File: config.mk
export PLATFORM = sky130hd
export DESIGN_NAME = iopu_port
export DESIGN_NICKNAME = d
export VERILOG_FILES = /design/src/iopu_pkg.sv /design/src/iopu_pad.sv /design/src/iopu_port.sv
export SDC_FILE = /design/constraint.sdc
export NUM_CORES = 1
export LEC_CHECK = 0
export ABC_CLOCK_PERIOD_IN_PS = 1750
export BUFFER_PORTS_ARGS = -buffer_cell sky130_fd_sc_hd__buf_2
export CELL_PAD_IN_SITES_DETAIL_PLACEMENT = 1
export CELL_PAD_IN_SITES_GLOBAL_PLACEMENT = 2
export CORE_MARGIN = 1.5
export CORE_UTILIZATION = 32
export CTS_BUF_LIST = sky130_fd_sc_hd__clkbuf_8
export DETAILED_ROUTE_END_ITERATION = 10
export MAX_ROUTING_LAYER = met4
export PLACE_DENSITY = 0.86
export RECOVER_POWER = 25
export SLEW_MARGIN = 20
export SYNTH_ARGS = -nofsm -noshare
export SYNTH_HDL_FRONTEND = slang
export SYNTH_HIERARCHICAL = 1
export SYNTH_SLANG_ARGS = --single-unit
File: constraint.sdc
create_clock -name clk -period 1.75 [get_ports clk]
set_clock_uncertainty 0.05 [all_clocks]
set_input_delay 0.175 -clock clk [delete_from_list [all_inputs] [get_ports clk]]
set_output_delay 0.175 -clock clk [all_outputs]
set_load 0.05 [all_outputs]
File: src/iopu_pkg.sv
/*
 Shared constants for the three-port general purpose I/O block: register
 offsets, implemented-bit masks, reset values and field positions.
 Assumes an 8-bit register address space reached from the core.
*/
package iopu_pkg;

	localparam int ADDR_W = 8;
	localparam int DATA_W = 8;

	// Register offsets
	localparam logic [7:0] OFS_PORT0_DATA = 8'hd0;
	localparam logic [7:0] OFS_PORT1_DATA = 8'hd1;
	localparam logic [7:0] OFS_PORT5_DATA = 8'hd5;
	localparam logic [7:0] OFS_PORT0_DIR = 8'hb8;
	localparam logic [7:0] OFS_PORT1_DIR = 8'hc1;
	localparam logic [7:0] OFS_PORT5_DIR = 8'hc5;
	localparam logic [7:0] OFS_PORT0_PULLUP = 8'he0;
	localparam logic [7:0] OFS_PORT1_PULLUP = 8'he1;
	localparam logic [7:0] OFS_PORT5_PULLUP = 8'he5;
	localparam logic [7:0] OFS_OPEN_DRAIN = 8'he9;

	// Pin counts per port
	localparam int PORT0_PINS = 1;
	localparam int PORT1_PINS = 6;
	localparam int PORT5_PINS = 8;

	// Bits software may change; port 1 bit 5 is the input-only pin
	localparam logic [7:0] PORT0_MASK = 8'h01;
	localparam logic [7:0] PORT1_MASK = 8'h1f;
	localparam logic [7:0] PORT5_MASK = 8'hff;
	localparam logic [7:0] OPEN_DRAIN_MASK = 8'h01;

	// Field positions
	localparam int OPEN_DRAIN_SELECT_BIT = 0;
	localparam int INPUT_ONLY_PIN_BIT = 5;

	// Values after reset
	localparam logic [7:0] RST_DATA = 8'h00;
	localparam logic [7:0] RST_DIR = 8'h00;
	localparam logic [7:0] RST_PULLUP = 8'h00;
	localparam logic [7:0] RST_PORT1_FIXED = 8'h20;
	localparam logic [7:0] RST_OPEN_DRAIN = 8'h00;
	localparam logic [7:0] READ_NONE = 8'h00;

endpackage

File: src/iopu_pad.sv
/*
 Registered pad control for one port: turns latch, direction, pull-up
 and open-drain settings into pin output, output enable and pull-up switch.
 Assumes the pad wire level is resolved outside from these three signals.
*/
`timescale 1ns/100ps
module iopu_pad
	import iopu_pkg::*;
#(
	parameter int PINS = 8
)
(
	input wire logic clk,
	input wire logic reset,
	input wire logic [PINS-1:0] out_latch,
	input wire logic [PINS-1:0] dir_out,
	input wire logic [PINS-1:0] pullup_bit,
	input wire logic [PINS-1:0] open_drain,
	input wire logic [PINS-1:0] input_only,
	output logic [PINS-1:0] pin_out,
	output logic [PINS-1:0] pin_oe,
	output logic [PINS-1:0] pullup_on
);

	logic [PINS-1:0] next_oe;

	// Open drain only ever drives low; a high releases the pin
	always_comb
	begin
		next_oe = dir_out & ~input_only & ~(open_drain & out_latch);
	end

	// Registered so the pins never glitch on decode
	always_ff @(posedge clk)
	begin
		if (reset)
		begin
			pin_out <= '0;
			pin_oe <= '0;
			pullup_on <= '0;
		end
		else
		begin
			pin_out <= out_latch & ~open_drain;
			pin_oe <= next_oe;
			pullup_on <= pullup_bit & ~dir_out & ~input_only;
		end
	end

endmodule // iopu_pad

File: src/iopu_port.sv
/*
 Three-port general purpose I/O block: data latches, direction, write-only
 pull-up enables and the open-drain select of port 1 pin 0, plus pin readback.
 Assumes a single-cycle core register port and synchronous pin inputs.
*/
`timescale 1ns/100ps
module iopu_port
	import iopu_pkg::*;
(
	input wire logic clk,
	input wire logic reset,
	input wire logic [ADDR_W-1:0] addr,
	input wire logic [DATA_W-1:0] wdata,
	input wire logic wr_en,
	input wire logic rd_en,
	input wire logic bit_set,
	input wire logic bit_clear,
	input wire logic [2:0] bit_index,
	output logic [DATA_W-1:0] rdata,
	input wire logic ext_reset_option,
	input wire logic [PORT0_PINS-1:0] p0_pin_in,
	output logic [PORT0_PINS-1:0] p0_pin_out,
	output logic [PORT0_PINS-1:0] p0_pin_oe,
	output logic [PORT0_PINS-1:0] p0_pullup_on,
	input wire logic [PORT1_PINS-1:0] p1_pin_in,
	output logic [PORT1_PINS-1:0] p1_pin_out,
	output logic [PORT1_PINS-1:0] p1_pin_oe,
	output logic [PORT1_PINS-1:0] p1_pullup_on,
	input wire logic [PORT5_PINS-1:0] p5_pin_in,
	output logic [PORT5_PINS-1:0] p5_pin_out,
	output logic [PORT5_PINS-1:0] p5_pin_oe,
	output logic [PORT5_PINS-1:0] p5_pullup_on
);

	logic [7:0] port0_data;
	logic [7:0] port1_data;
	logic [7:0] port5_data;
	logic [7:0] port0_dir;
	logic [7:0] port1_dir;
	logic [7:0] port5_dir;
	logic [7:0] port0_pullup_enable;
	logic [7:0] port1_pullup_enable;
	logic [7:0] port5_pullup_enable;
	logic [7:0] open_drain_control;
	logic [7:0] pin_read0;
	logic [7:0] pin_read1;
	logic [7:0] pin_read5;
	logic [7:0] next_rdata;
	logic [PORT1_PINS-1:0] p1_od;
	logic [PORT1_PINS-1:0] p1_input_only;

	// Whole-byte write or single-bit change, masked to writable bits
	function automatic logic [7:0] reg_update(input logic [7:0] old, input logic [7:0] mask,
		input logic [ADDR_W-1:0] ofs);
		logic [7:0] sel;
		logic [7:0] val;
		sel = 8'h01 << bit_index;
		val = old;
		if (wr_en && addr == ofs)
			val = (old & ~mask) | (wdata & mask);
		else if (bit_set && addr == ofs)
			val = old | (sel & mask);
		else if (bit_clear && addr == ofs)
			val = old & ~(sel & mask);
		return val;
	endfunction

	// Output latches of the three ports
	always_ff @(posedge clk)
	begin
		if (reset)
		begin
			port0_data <= RST_DATA;
			port1_data <= RST_DATA;
			port5_data <= RST_DATA;
		end
		else
		begin
			port0_data <= reg_update(port0_data, PORT0_MASK, OFS_PORT0_DATA);
			port1_data <= reg_update(port1_data, PORT1_MASK, OFS_PORT1_DATA);
			port5_data <= reg_update(port5_data, PORT5_MASK, OFS_PORT5_DATA);
		end
	end

	// Direction bits; the input-only pin holds no writable bit
	always_ff @(posedge clk)
	begin
		if (reset)
		begin
			port0_dir <= RST_DIR;
			port1_dir <= RST_DIR;
			port5_dir <= RST_DIR;
		end
		else
		begin
			port0_dir <= reg_update(port0_dir, PORT0_MASK, OFS_PORT0_DIR);
			port1_dir <= reg_update(port1_dir, PORT1_MASK, OFS_PORT1_DIR);
			port5_dir <= reg_update(port5_dir, PORT5_MASK, OFS_PORT5_DIR);
		end
	end

	// Pull-up enables: byte writes only, the fixed bit always one
	always_ff @(posedge clk)
	begin
		if (reset)
		begin
			port0_pullup_enable <= RST_PULLUP;
			port1_pullup_enable <= RST_PORT1_FIXED;
			port5_pullup_enable <= RST_PULLUP;
		end
		else if (wr_en)
		begin
			if (addr == OFS_PORT0_PULLUP)
				port0_pullup_enable <= wdata & PORT0_MASK;
			if (addr == OFS_PORT1_PULLUP)
				port1_pullup_enable <= (wdata & PORT1_MASK) | RST_PORT1_FIXED;
			if (addr == OFS_PORT5_PULLUP)
				port5_pullup_enable <= wdata & PORT5_MASK;
		end
	end

	// Open-drain select; bit ops would read back zero, so only byte writes count
	always_ff @(posedge clk)
	begin
		if (reset)
			open_drain_control <= RST_OPEN_DRAIN;
		else if (wr_en && addr == OFS_OPEN_DRAIN)
			open_drain_control <= wdata & OPEN_DRAIN_MASK;
	end

	// Pin readback; input-only pin forced high under the reset option
	always_comb
	begin
		pin_read0 = 8'(p0_pin_in);
		pin_read1 = 8'(p1_pin_in);
		if (ext_reset_option)
			pin_read1[INPUT_ONLY_PIN_BIT] = 1'b1;
		pin_read5 = 8'(p5_pin_in);
	end

	// Read decode; write-only and unmapped offsets return zero
	always_comb
	begin
		case (addr)
			OFS_PORT0_DATA: next_rdata = pin_read0 & PORT0_MASK;
			OFS_PORT1_DATA: next_rdata = pin_read1 & (PORT1_MASK | RST_PORT1_FIXED);
			OFS_PORT5_DATA: next_rdata = pin_read5;
			OFS_PORT0_DIR: next_rdata = port0_dir;
			OFS_PORT1_DIR: next_rdata = port1_dir | RST_PORT1_FIXED;
			OFS_PORT5_DIR: next_rdata = port5_dir;
			default: next_rdata = READ_NONE;
		endcase
	end

	// Read data stand only in the cycle after the strobe
	always_ff @(posedge clk)
	begin
		if (reset)
			rdata <= READ_NONE;
		else if (rd_en)
			rdata <= next_rdata;
		else
			rdata <= READ_NONE;
	end

	// Only pin 0 of port 1 gets the open-drain option
	always_comb
	begin
		p1_od = '0;
		p1_od[0] = open_drain_control[OPEN_DRAIN_SELECT_BIT];
		p1_input_only = '0;
		p1_input_only[INPUT_ONLY_PIN_BIT] = 1'b1;
	end

	// Pad control per port
	iopu_pad #(.PINS(PORT0_PINS)) u_pad0 (
		.clk(clk),
		.reset(reset),
		.out_latch(port0_data[PORT0_PINS-1:0]),
		.dir_out(port0_dir[PORT0_PINS-1:0]),
		.pullup_bit(port0_pullup_enable[PORT0_PINS-1:0]),
		.open_drain({PORT0_PINS{1'b0}}),
		.input_only({PORT0_PINS{1'b0}}),
		.pin_out(p0_pin_out),
		.pin_oe(p0_pin_oe),
		.pullup_on(p0_pullup_on)
	);

	iopu_pad #(.PINS(PORT1_PINS)) u_pad1 (
		.clk(clk),
		.reset(reset),
		.out_latch(port1_data[PORT1_PINS-1:0]),
		.dir_out(port1_dir[PORT1_PINS-1:0]),
		.pullup_bit(port1_pullup_enable[PORT1_PINS-1:0]),
		.open_drain(p1_od),
		.input_only(p1_input_only),
		.pin_out(p1_pin_out),
		.pin_oe(p1_pin_oe),
		.pullup_on(p1_pullup_on)
	);

	iopu_pad #(.PINS(PORT5_PINS)) u_pad5 (
		.clk(clk),
		.reset(reset),
		.out_latch(port5_data[PORT5_PINS-1:0]),
		.dir_out(port5_dir[PORT5_PINS-1:0]),
		.pullup_bit(port5_pullup_enable[PORT5_PINS-1:0]),
		.open_drain({PORT5_PINS{1'b0}}),
		.input_only({PORT5_PINS{1'b0}}),
		.pin_out(p5_pin_out),
		.pin_oe(p5_pin_oe),
		.pullup_on(p5_pullup_on)
	);

	// Checks on the behaviour above
	AST_PULLUP_RESET: assert property (@(posedge clk) reset |=>
		(port0_pullup_enable == RST_PULLUP && port5_pullup_enable == RST_PULLUP))
		else $error("pull-up enables not cleared by reset");

	AST_FIXED_PULLUP: assert property (@(posedge clk) disable iff (reset)
		port1_pullup_enable[INPUT_ONLY_PIN_BIT] && !p1_pullup_on[INPUT_ONLY_PIN_BIT])
		else $error("input-only pin pull-up state wrong");

	AST_OD_ONE_PIN: assert property (@(posedge clk) disable iff (reset)
		(wr_en && addr == OFS_OPEN_DRAIN) |=> open_drain_control[7:1] == 7'h00)
		else $error("open drain reached a pin other than pin 0");

	AST_OD_RELEASE: assert property (@(posedge clk) disable iff (reset)
		(open_drain_control[0] && port1_dir[0]) |=>
		(!p1_pin_out[0] && p1_pin_oe[0] == !$past(port1_data[0])))
		else $error("open drain pin drove high or failed to sink");

	AST_OD_WRITE: assert property (@(posedge clk) disable iff (reset)
		(wr_en && addr == OFS_OPEN_DRAIN) |=> open_drain_control[0] == $past(wdata[0]))
		else $error("open-drain select not taken from byte write");

	AST_OD_BIT_IGNORED: assert property (@(posedge clk) disable iff (reset)
		((bit_set || bit_clear) && addr == OFS_OPEN_DRAIN) |=> $stable(open_drain_control))
		else $error("bit operation changed open-drain control");

	AST_OD_OFF_DIR: assert property (@(posedge clk) disable iff (reset)
		!open_drain_control[0] |=> p1_pin_oe[0] == $past(port1_dir[0]))
		else $error("pin 0 of port 1 did not follow its direction");

	AST_DATA_TO_PIN: assert property (@(posedge clk) disable iff (reset)
		(wr_en && addr == OFS_PORT5_DATA) |=> ##1 p5_pin_out == $past(wdata, 2))
		else $error("port 5 write did not reach the pins");

	AST_READ_PINS: assert property (@(posedge clk) disable iff (reset)
		(rd_en && addr == OFS_PORT5_DATA) |=> rdata == $past(p5_pin_in))
		else $error("port 5 read did not return pin levels");

	AST_BIT_SET_ONLY: assert property (@(posedge clk) disable iff (reset)
		(bit_set && addr == OFS_PORT5_DATA) |=>
		port5_data == ($past(port5_data) | (8'h01 << $past(bit_index))))
		else $error("bit set touched other latches");

	AST_RESET_OPTION: assert property (@(posedge clk) disable iff (reset)
		(rd_en && addr == OFS_PORT1_DATA && ext_reset_option) |=> rdata[INPUT_ONLY_PIN_BIT])
		else $error("input-only pin not read as one");

	AST_DIR_RESET: assert property (@(posedge clk) reset |=>
		(port0_dir == RST_DIR && port1_dir == RST_DIR && port5_dir == RST_DIR))
		else $error("direction bits not cleared by reset");

	AST_NEVER_DRIVES: assert property (@(posedge clk) disable iff (reset)
		(rd_en && addr == OFS_PORT1_DIR) |=>
		(rdata[INPUT_ONLY_PIN_BIT] && !p1_pin_oe[INPUT_ONLY_PIN_BIT]))
		else $error("input-only pin direction wrong");

	AST_PULLUP_INPUT: assert property (@(posedge clk) disable iff (reset)
		p5_pullup_on == ($past(port5_pullup_enable) & ~$past(port5_dir)))
		else $error("pull-up on while pin in output mode");

endmodule // iopu_port

Word-level counts from Yosys, hierarchy flattened:

Cells that the tools add are included.

* register bits after elaboration: 116
* bits of input ports: 41
* output and inout bits: 53

* eq/ne operators: 10
* shifts and indexed selects: 1
* multiplexer cells: 20
* bitwise operators: 31
* reductions and logical operators: 29

Operator list (number)
* 8-bit two-way mux: 18
* 8-bit equality test (second input constant): 10
* 8-bit bitwise AND: 7
* 8-bit case mux with 6 select lines: 1
* 8-bit by 1-bit OR with 8-bit output: 4
* 8-bit by 5-bit OR with 8-bit output: 4
* 1-bit logical AND: 19
* 3-bit nonzero test: 6
* 8-bit NOT: 2
* 8-bit OR: 2
* 1-bit NOT with 8-bit output: 1
* 5-bit NOT with 8-bit output: 1
* 1-bit by 3-bit << shifter with 8-bit output (first input constant): 1
* 1-bit by 6-bit bitwise AND with 6-bit output: 1
* 5-bit by 6-bit bitwise AND with 6-bit output: 1
* 6-bit bitwise AND: 1
* 1-bit NOT with 6-bit output: 1
* 6-bit NOT: 1
* 2-bit AND reduction: 3
* 5-bit bitwise AND: 1
* 5-bit NOT: 1
* 1-bit NOT: 2
* 2-bit OR reduction: 1
* 1-bit bitwise AND: 1
* 1-bit two-way mux: 1

Longest topological paths before layout:

Gate-level depths: netlist (run 1).

* depth after elaboration: 6
* gate-level depth with buffers: 7
* gate-level depth less buffers: 4

By module:

The synthesis (run 1) kept the hierarchy.

By module, submodules not included
* iopu_port: times used 1, cells an instance 257, area each 2389.8 um^2, seq. area each 1021.0 um^2
* iopu_pad (u_pad5): times used 1, cells an instance 58, area each 804.5 um^2, seq. area each 480.5 um^2
* iopu_pad (u_pad1): times used 1, cells an instance 44, area each 691.9 um^2, seq. area each 360.3 um^2
* iopu_pad (u_pad0): times used 1, cells an instance 7, area each 95.1 um^2, seq. area each 60.1 um^2

Worst setup path after synthesis (run 1):

OpenSTA, ideal clock, no wires.

* path kind: input to register
* start: in addr[1]
* end: reg with a tool-made name
* library setup time: 0.121 ns
* arrival time: 1.662 ns
* path slack: -0.083 ns
* stages: 7
* buffers on the path: 3
* path through: buf_6 -> nand4bb_1 -> clkbuf_1 -> nor4_1 -> buf_2 -> nor2b_1 -> mux2_2

RTL lines
* start: declaration: line iopu_port.sv:12 `input wire logic [ADDR_W-1:0] addr,`

==> results of run 1 <==
==> routing by layer <==
layer,global-route usage [%],vias to the layer above,wire (um)
li1,-,1632,-
met1,22.21,1594,5269
met2,28.42,65,5172
met3,3.335,13,393
met4,6.667,0,189
met5,-,-,0
==> through the flow <==
stage	setup TNS, ps	utilization [%]
after detailed placement	-1372	41.47
after floorplan	0	-
after CTS	0	42.96
final	0	41.71
after global routing	0	41.71
after global placement	-374.5	41.47
==> worst max-delay path, cell delays in order <==
cell,delay [ps]
buf_2,110
or4b_1,680
nor4_4,270
buf_4,200
a21oi_1,70
a211oi_1,280
==> cell type report <==
class                           count  share of cell area [%]
Multi-Input combinational cell    293                   38.80
Sequential cell                    96                   38.20
Timing Repair Buffer              120                   13.80
Tap cell                          168                   4.178
Clock buffer                       11                   3.009
Inverter                           19                   1.418
Clock inverter                      4                  0.5471
Antenna cell                        1                 0.04974
==> logic make-up after synthesis <==
logic type / Yosys count
buffers and inverters: 38
muxes: 30
AOI/OAI and AO/OA: 83
DFF: 96
other: 2
and+or+nand+nor: 117
==> worst paths after layout <==
kind	startpoint	end	slack (ps)	cells past startpoint
max reg2reg	flip-flop	rdata[0]	530	4
max	addr[1]	flip-flop	180	6
min	wdata[6]	port5_pullup_enable[6]	10	3
min reg2reg	open_drain_control[0]	u_pad1/pin_out[0]	420	1
==> placed cells by master, fill, tap and decap left out, types with 13 or more instances in the layout <==
cell type | synthesis | routed
a211oi_1 | 20 | 20
nand2_1 | 13 | 13
mux2i_1 | 24 | 24
buf_2 | 2 | 91
nor3b_1 | 9 | 14
buf_4 | 2 | 26
a21oi_1 | 22 | 22
conb_1 | 2 | 63
inv_1 | 19 | 19
nor4b_1 | 12 | 15
nor2_1 | 23 | 23
dfxtp_1 | 96 | 96
==> power by group <==
part	switching (mW)	internal, mW	total (mW)
clock	0.781	0.590	1.37
combinational	0.202	0.110	0.312
sequential	0.00227	2.19	2.19
==> reports/results.ini, run 1 <==
[status]
status=complete, no violations

[sta]
setup_viol=0
fin_crit_ps=1566
relSlewSlack_pct=47.06
tightest_slew_ps=787.4
worst_slack_ps=183.7
fmax_ghz=0.6384
hold_slack_ps=13.48
slew_viol_final=0
min_period_over_period_pct=89.51
rsz0062_at_grt=no
hold_viol_final=0

[placed_design]
routabilityCongestion=0.7576
io_buffers=93
dpl.hpwl_um=8327
place_area_mm2=0.005002
pre_cts_ws_ps=-182.0
dp_cells=696

[die]
die_area_mm2=0.01312
rows=40
core_area_mm2=0.01206
die_x_um=114.5
ios=94
die_h_um=114.5
start_util_pct=33.01

[clocking]
insertion_delay_ps=370
ctsRootBufferMaster=clkbuf_8
ctsResizeCount=0
cts.sinks=96
cts_buffer_depth=2
postCtsSetupBuffers=0
cts_tree=done
htreeDepth=3
clk_pin_slew_ps=90
cts_buffers=9
cts_hold_buf=0

[power_and_ir_drop]
vdd_ir_drop_max_mv=0.2950
p_leak_nw=2.192
p_per_area_mw_per_mm2=769.8
finalPower_mw=3.873

[synth]
yosysMostFrequentCell=dfxtp_1
synthMuxAreaShare_pct=7.731
async_flop_share_pct=0
synth_top_family_by_area=simple AND/OR/NAND/NOR gates
synth_warnings=6
ys_types=54
synth_compound_area_share_pct=17.63
syn_inst=366
ys.flop_type=dfxtp_1
netlist_top_cells_count=96 x dfxtp_1, 24 x mux2i_1, 23 x nor2_1
yosysTopAreaCell=dfxtp_1
synth-simple-area-share_pct=21.37
synth_edf_count=0
synthXorXnorAreaFrac_pct=0
ys_ff_latch=96
seq_area_frac_synth_pct=48.27
synthAdderAreaFrac_pct=0
syn_area_mm2=0.003981
yosysTopAreaCellShare_pct=48.27
synth_area_leaders=dfxtp_1 48%, mux2i_1 6.0%, a211oi_1 3.8%
avgSynthCellArea_um2=10.88

[layout]
drive_gt1_share_pct=29.28
fillers=1425
multi_input_comb_area_mm2=0.001952
layout.cells.non_filler=712
regArea_mm2=0.001922
area_delta_synth_final_pct=26.37
design_area_mm2=0.005031
final_nets=580

[global_route]
grt_pass1_vias=3281
grt_max_degree=49
grt_pass1_wl_um=17170
gr-total-overflow=0
antenna_found_initial=1
grtUsageTotal_pct=17.73

[drt]
drt-initial-drc-count=168
route.detailed.drc=0
dr.pass1.iters=4
viasPerCell=4.640
vias=3304
detail-route-antenna-nets=0
drt_wl_total_um=11030
wl_per_cell_um=15.48

[worst_hold_path]
hold_class=in2reg

[worst_setup_path]
arrival_ps=1790
end_kind=flip-flop
startpoint_type=input pin
worst_ep_required_time_ps=1970
critical_path.max_fanout=8
critPathKind=in2reg

[run]
cap_violations=0

Power figures use the tool's default switching activity.
==> run 2, diff against run 1 <==
--- a/config.mk
+++ b/config.mk
@@ -5,16 +5,16 @@
 export SDC_FILE = /design/constraint.sdc
 export NUM_CORES = 1
 export LEC_CHECK = 0
-export ABC_CLOCK_PERIOD_IN_PS = 1750
+export ABC_CLOCK_PERIOD_IN_PS = 1500
 export BUFFER_PORTS_ARGS = -buffer_cell sky130_fd_sc_hd__buf_2
 export CELL_PAD_IN_SITES_DETAIL_PLACEMENT = 1
 export CELL_PAD_IN_SITES_GLOBAL_PLACEMENT = 2
 export CORE_MARGIN = 1.5
-export CORE_UTILIZATION = 32
+export CORE_UTILIZATION = 35
 export CTS_BUF_LIST = sky130_fd_sc_hd__clkbuf_8
 export DETAILED_ROUTE_END_ITERATION = 10
 export MAX_ROUTING_LAYER = met4
-export PLACE_DENSITY = 0.86
+export PLACE_DENSITY = 0.89
 export RECOVER_POWER = 25
 export SLEW_MARGIN = 20
 export SYNTH_ARGS = -nofsm -noshare
==> constraint.sdc (replaced) <==
create_clock -name clk -period 1.5 [get_ports clk]
set_clock_uncertainty 0.05 [all_clocks]
set_input_delay 0.15 -clock clk [delete_from_list [all_inputs] [get_ports clk]]
set_output_delay 0.15 -clock clk [all_outputs]
set_load 0.05 [all_outputs]
==> run 2 against run 1 <==
Worst hold slack better by 2.8 ps; critical path depth unchanged; final cell count fell by 2.0%; first-iteration DRC count fell by 50%; non-clock buffer count is 14 higher; core utilization grew 5.3 points; via count is 2.5% higher; cell area increased by 2.7%; register-to-register slack got worse by 240 ps; flip-flop and latch count unchanged; die area down 8.3%; routed wire length increased by 1.5%; largest power group unchanged.
==> reports/results.ini, run 2 (synthesized netlist as in run 1, its figures left out) <==
[status]
status=complete, no violations

[die]
ios=94
die_x_um=109.7
rows=38
core_area_mm2=0.01098
die_h_um=109.7
start_util_pct=36.25
die_area_mm2=0.01202

[power_and_ir_drop]
finalPower_mw=5.067
p_per_area_mw_per_mm2=980.5
p_leak_nw=2.298
vdd_ir_drop_max_mv=0.5438

[layout]
mostFrequentLayoutCells=96 x dfxtp_1, 92 x buf_2, 63 x conb_1, 35 x buf_4, 24 x mux2i_1
final_nets=594
diodes=0
final_common_cell=dfxtp_1
final_util_pct=47.05
drive_gt1_share_pct=30.65
layout.cells.non_filler=698
area_delta_synth_final_pct=29.79

[global_route]
use_met2_pct=36.02
grt_busiest_layer=met2
gr-total-overflow=0
grt_pass1_wl_um=17730
gr-usage-met3_pct=3.912
grtUsageTotal_pct=20.19
use_met1_pct=22.47
grt_max_degree=56
antenna_found_initial=0
grt_pass1_vias=3565

[clocking]
htreeDepth=3
cts.sinks=96
postCtsSetupBuffers=0
clk_pin_slew_ps=90
insertion_delay_ps=380
ctsRootBufferMaster=clkbuf_8
cts_tree=done
cts_buffers=9
cts_buffer_depth=2

[sta]
hold_slack_ps=16.29
worst_slack_ps=85.13
fin_crit_ps=1415
hold_viol_final=0
rsz0062_at_grt=no
slew_viol_final=0
min_period_over_period_pct=94.32
setup_viol=0
fmax_ghz=0.7068

[worst_setup_path]
path_cells=buf_2 -> or4b_4 -> nor4_4 -> buf_4 -> a21oi_1 -> a211oi_1
critical_path.max_fanout=9
critPathKind=in2reg
arrival_ps=1650
cpPeakStageDelay_ps=590
worst_ep_required_time_ps=1740
end_kind=flip-flop
startpoint_type=input pin
cp_slowest_cell=or4b_4

[placed_design]
pre_cts_ws_ps=-413.3
dpl.hpwl_um=8543
dp_cells=678
io_buffers=93
routabilityCongestion=0.8981

[drt]
route.detailed.drc=0
viasPerCell=4.854
drt_wl_total_um=11190
vias=3388
dr.pass1.iters=4
wl_per_cell_um=16.03
drt-initial-drc-count=84
detail-route-antenna-nets=0

[worst_hold_path]
hold_class=in2reg

[run]
cap_violations=0

==> run 2: changes by cell type in the layout (fill, tap and decap cells not counted), sizes merged <==
cell / previous run / this run
buf: 119 / 130
diode: 1 / 0
clkbuf: 12 / 10
inv: 20 / 21
bufinv: 0 / 3
clkinv: 3 / 1
dlygate4sd3: 0 / 4
==> run 2: per-layer routing <==
| layer | part of all wire (%) | wire, um |
|---|---|---|
| met5 | 0 | 0 |
| met4 | 1.8 | 201 |
| met3 | 4.0 | 447 |
| met2 | 52 | 5776 |
| met1 | 43 | 4765 |
==> run 2: repair_timing <==
action	in CTS	in global routing
gates resized for setup	1	0
hold buffers	4	0
endpoints found under the setup margin	1	0
endpoints found under the hold margin	4	0
==> run 2: where the power goes <==
group	total, mW	switching (mW)	internal (mW)
Clock	2.12	0.954	1.16
Combinational	0.396	0.242	0.154
Sequential	2.55	0.00258	2.55
Total	5.07	1.20	3.87
==> run 2: worst max-delay path: cells and delay by family <==
| kind | cells | cell delay (ps) |
|---|---|---|
| AND/OR/NAND/NOR | 2 | 890 |
| buffers and inverters | 2 | 320 |
| AO/OA/AOI/OAI | 2 | 290 |
==> run 2: layout make-up <==
class	instances	area (um2)
multi-input cells	293	1942
fillers	1309	5816
repair buffers	134	807.0
clock inverters	6	112.6
inverters	19	71.32
flip-flops and latches	96	1922
well taps	140	175.2
clock buffers	10	137.6
==> run 2: stage by stage <==
| step | TNS, ps | instance area, um2 |
|---|---|---|
| 2_1_floorplan | -2512 | 4259 |
| 3_3_place_gp | -4547 | 5059 |
| 3_5_place_dp | -5997 | 5059 |
| 4_1_cts | 0 | 5353 |
| 5_1_grt | 0 | 5167 |
| 6_report | 0 | 5167 |
==> run 2: worst paths after layout <==
check / startpoint / end / slack (ps) / cells after the start
hold reg to reg: open_drain_control[0] / u_pad1/pin_out[0] / 410 / 1
setup / recovery: addr[3] / flip-flop / 90 / 6
setup reg to reg: flip-flop / rdata[0] / 290 / 4
hold / removal: wdata[3] / port5_pullup_enable[3] / 20 / 3
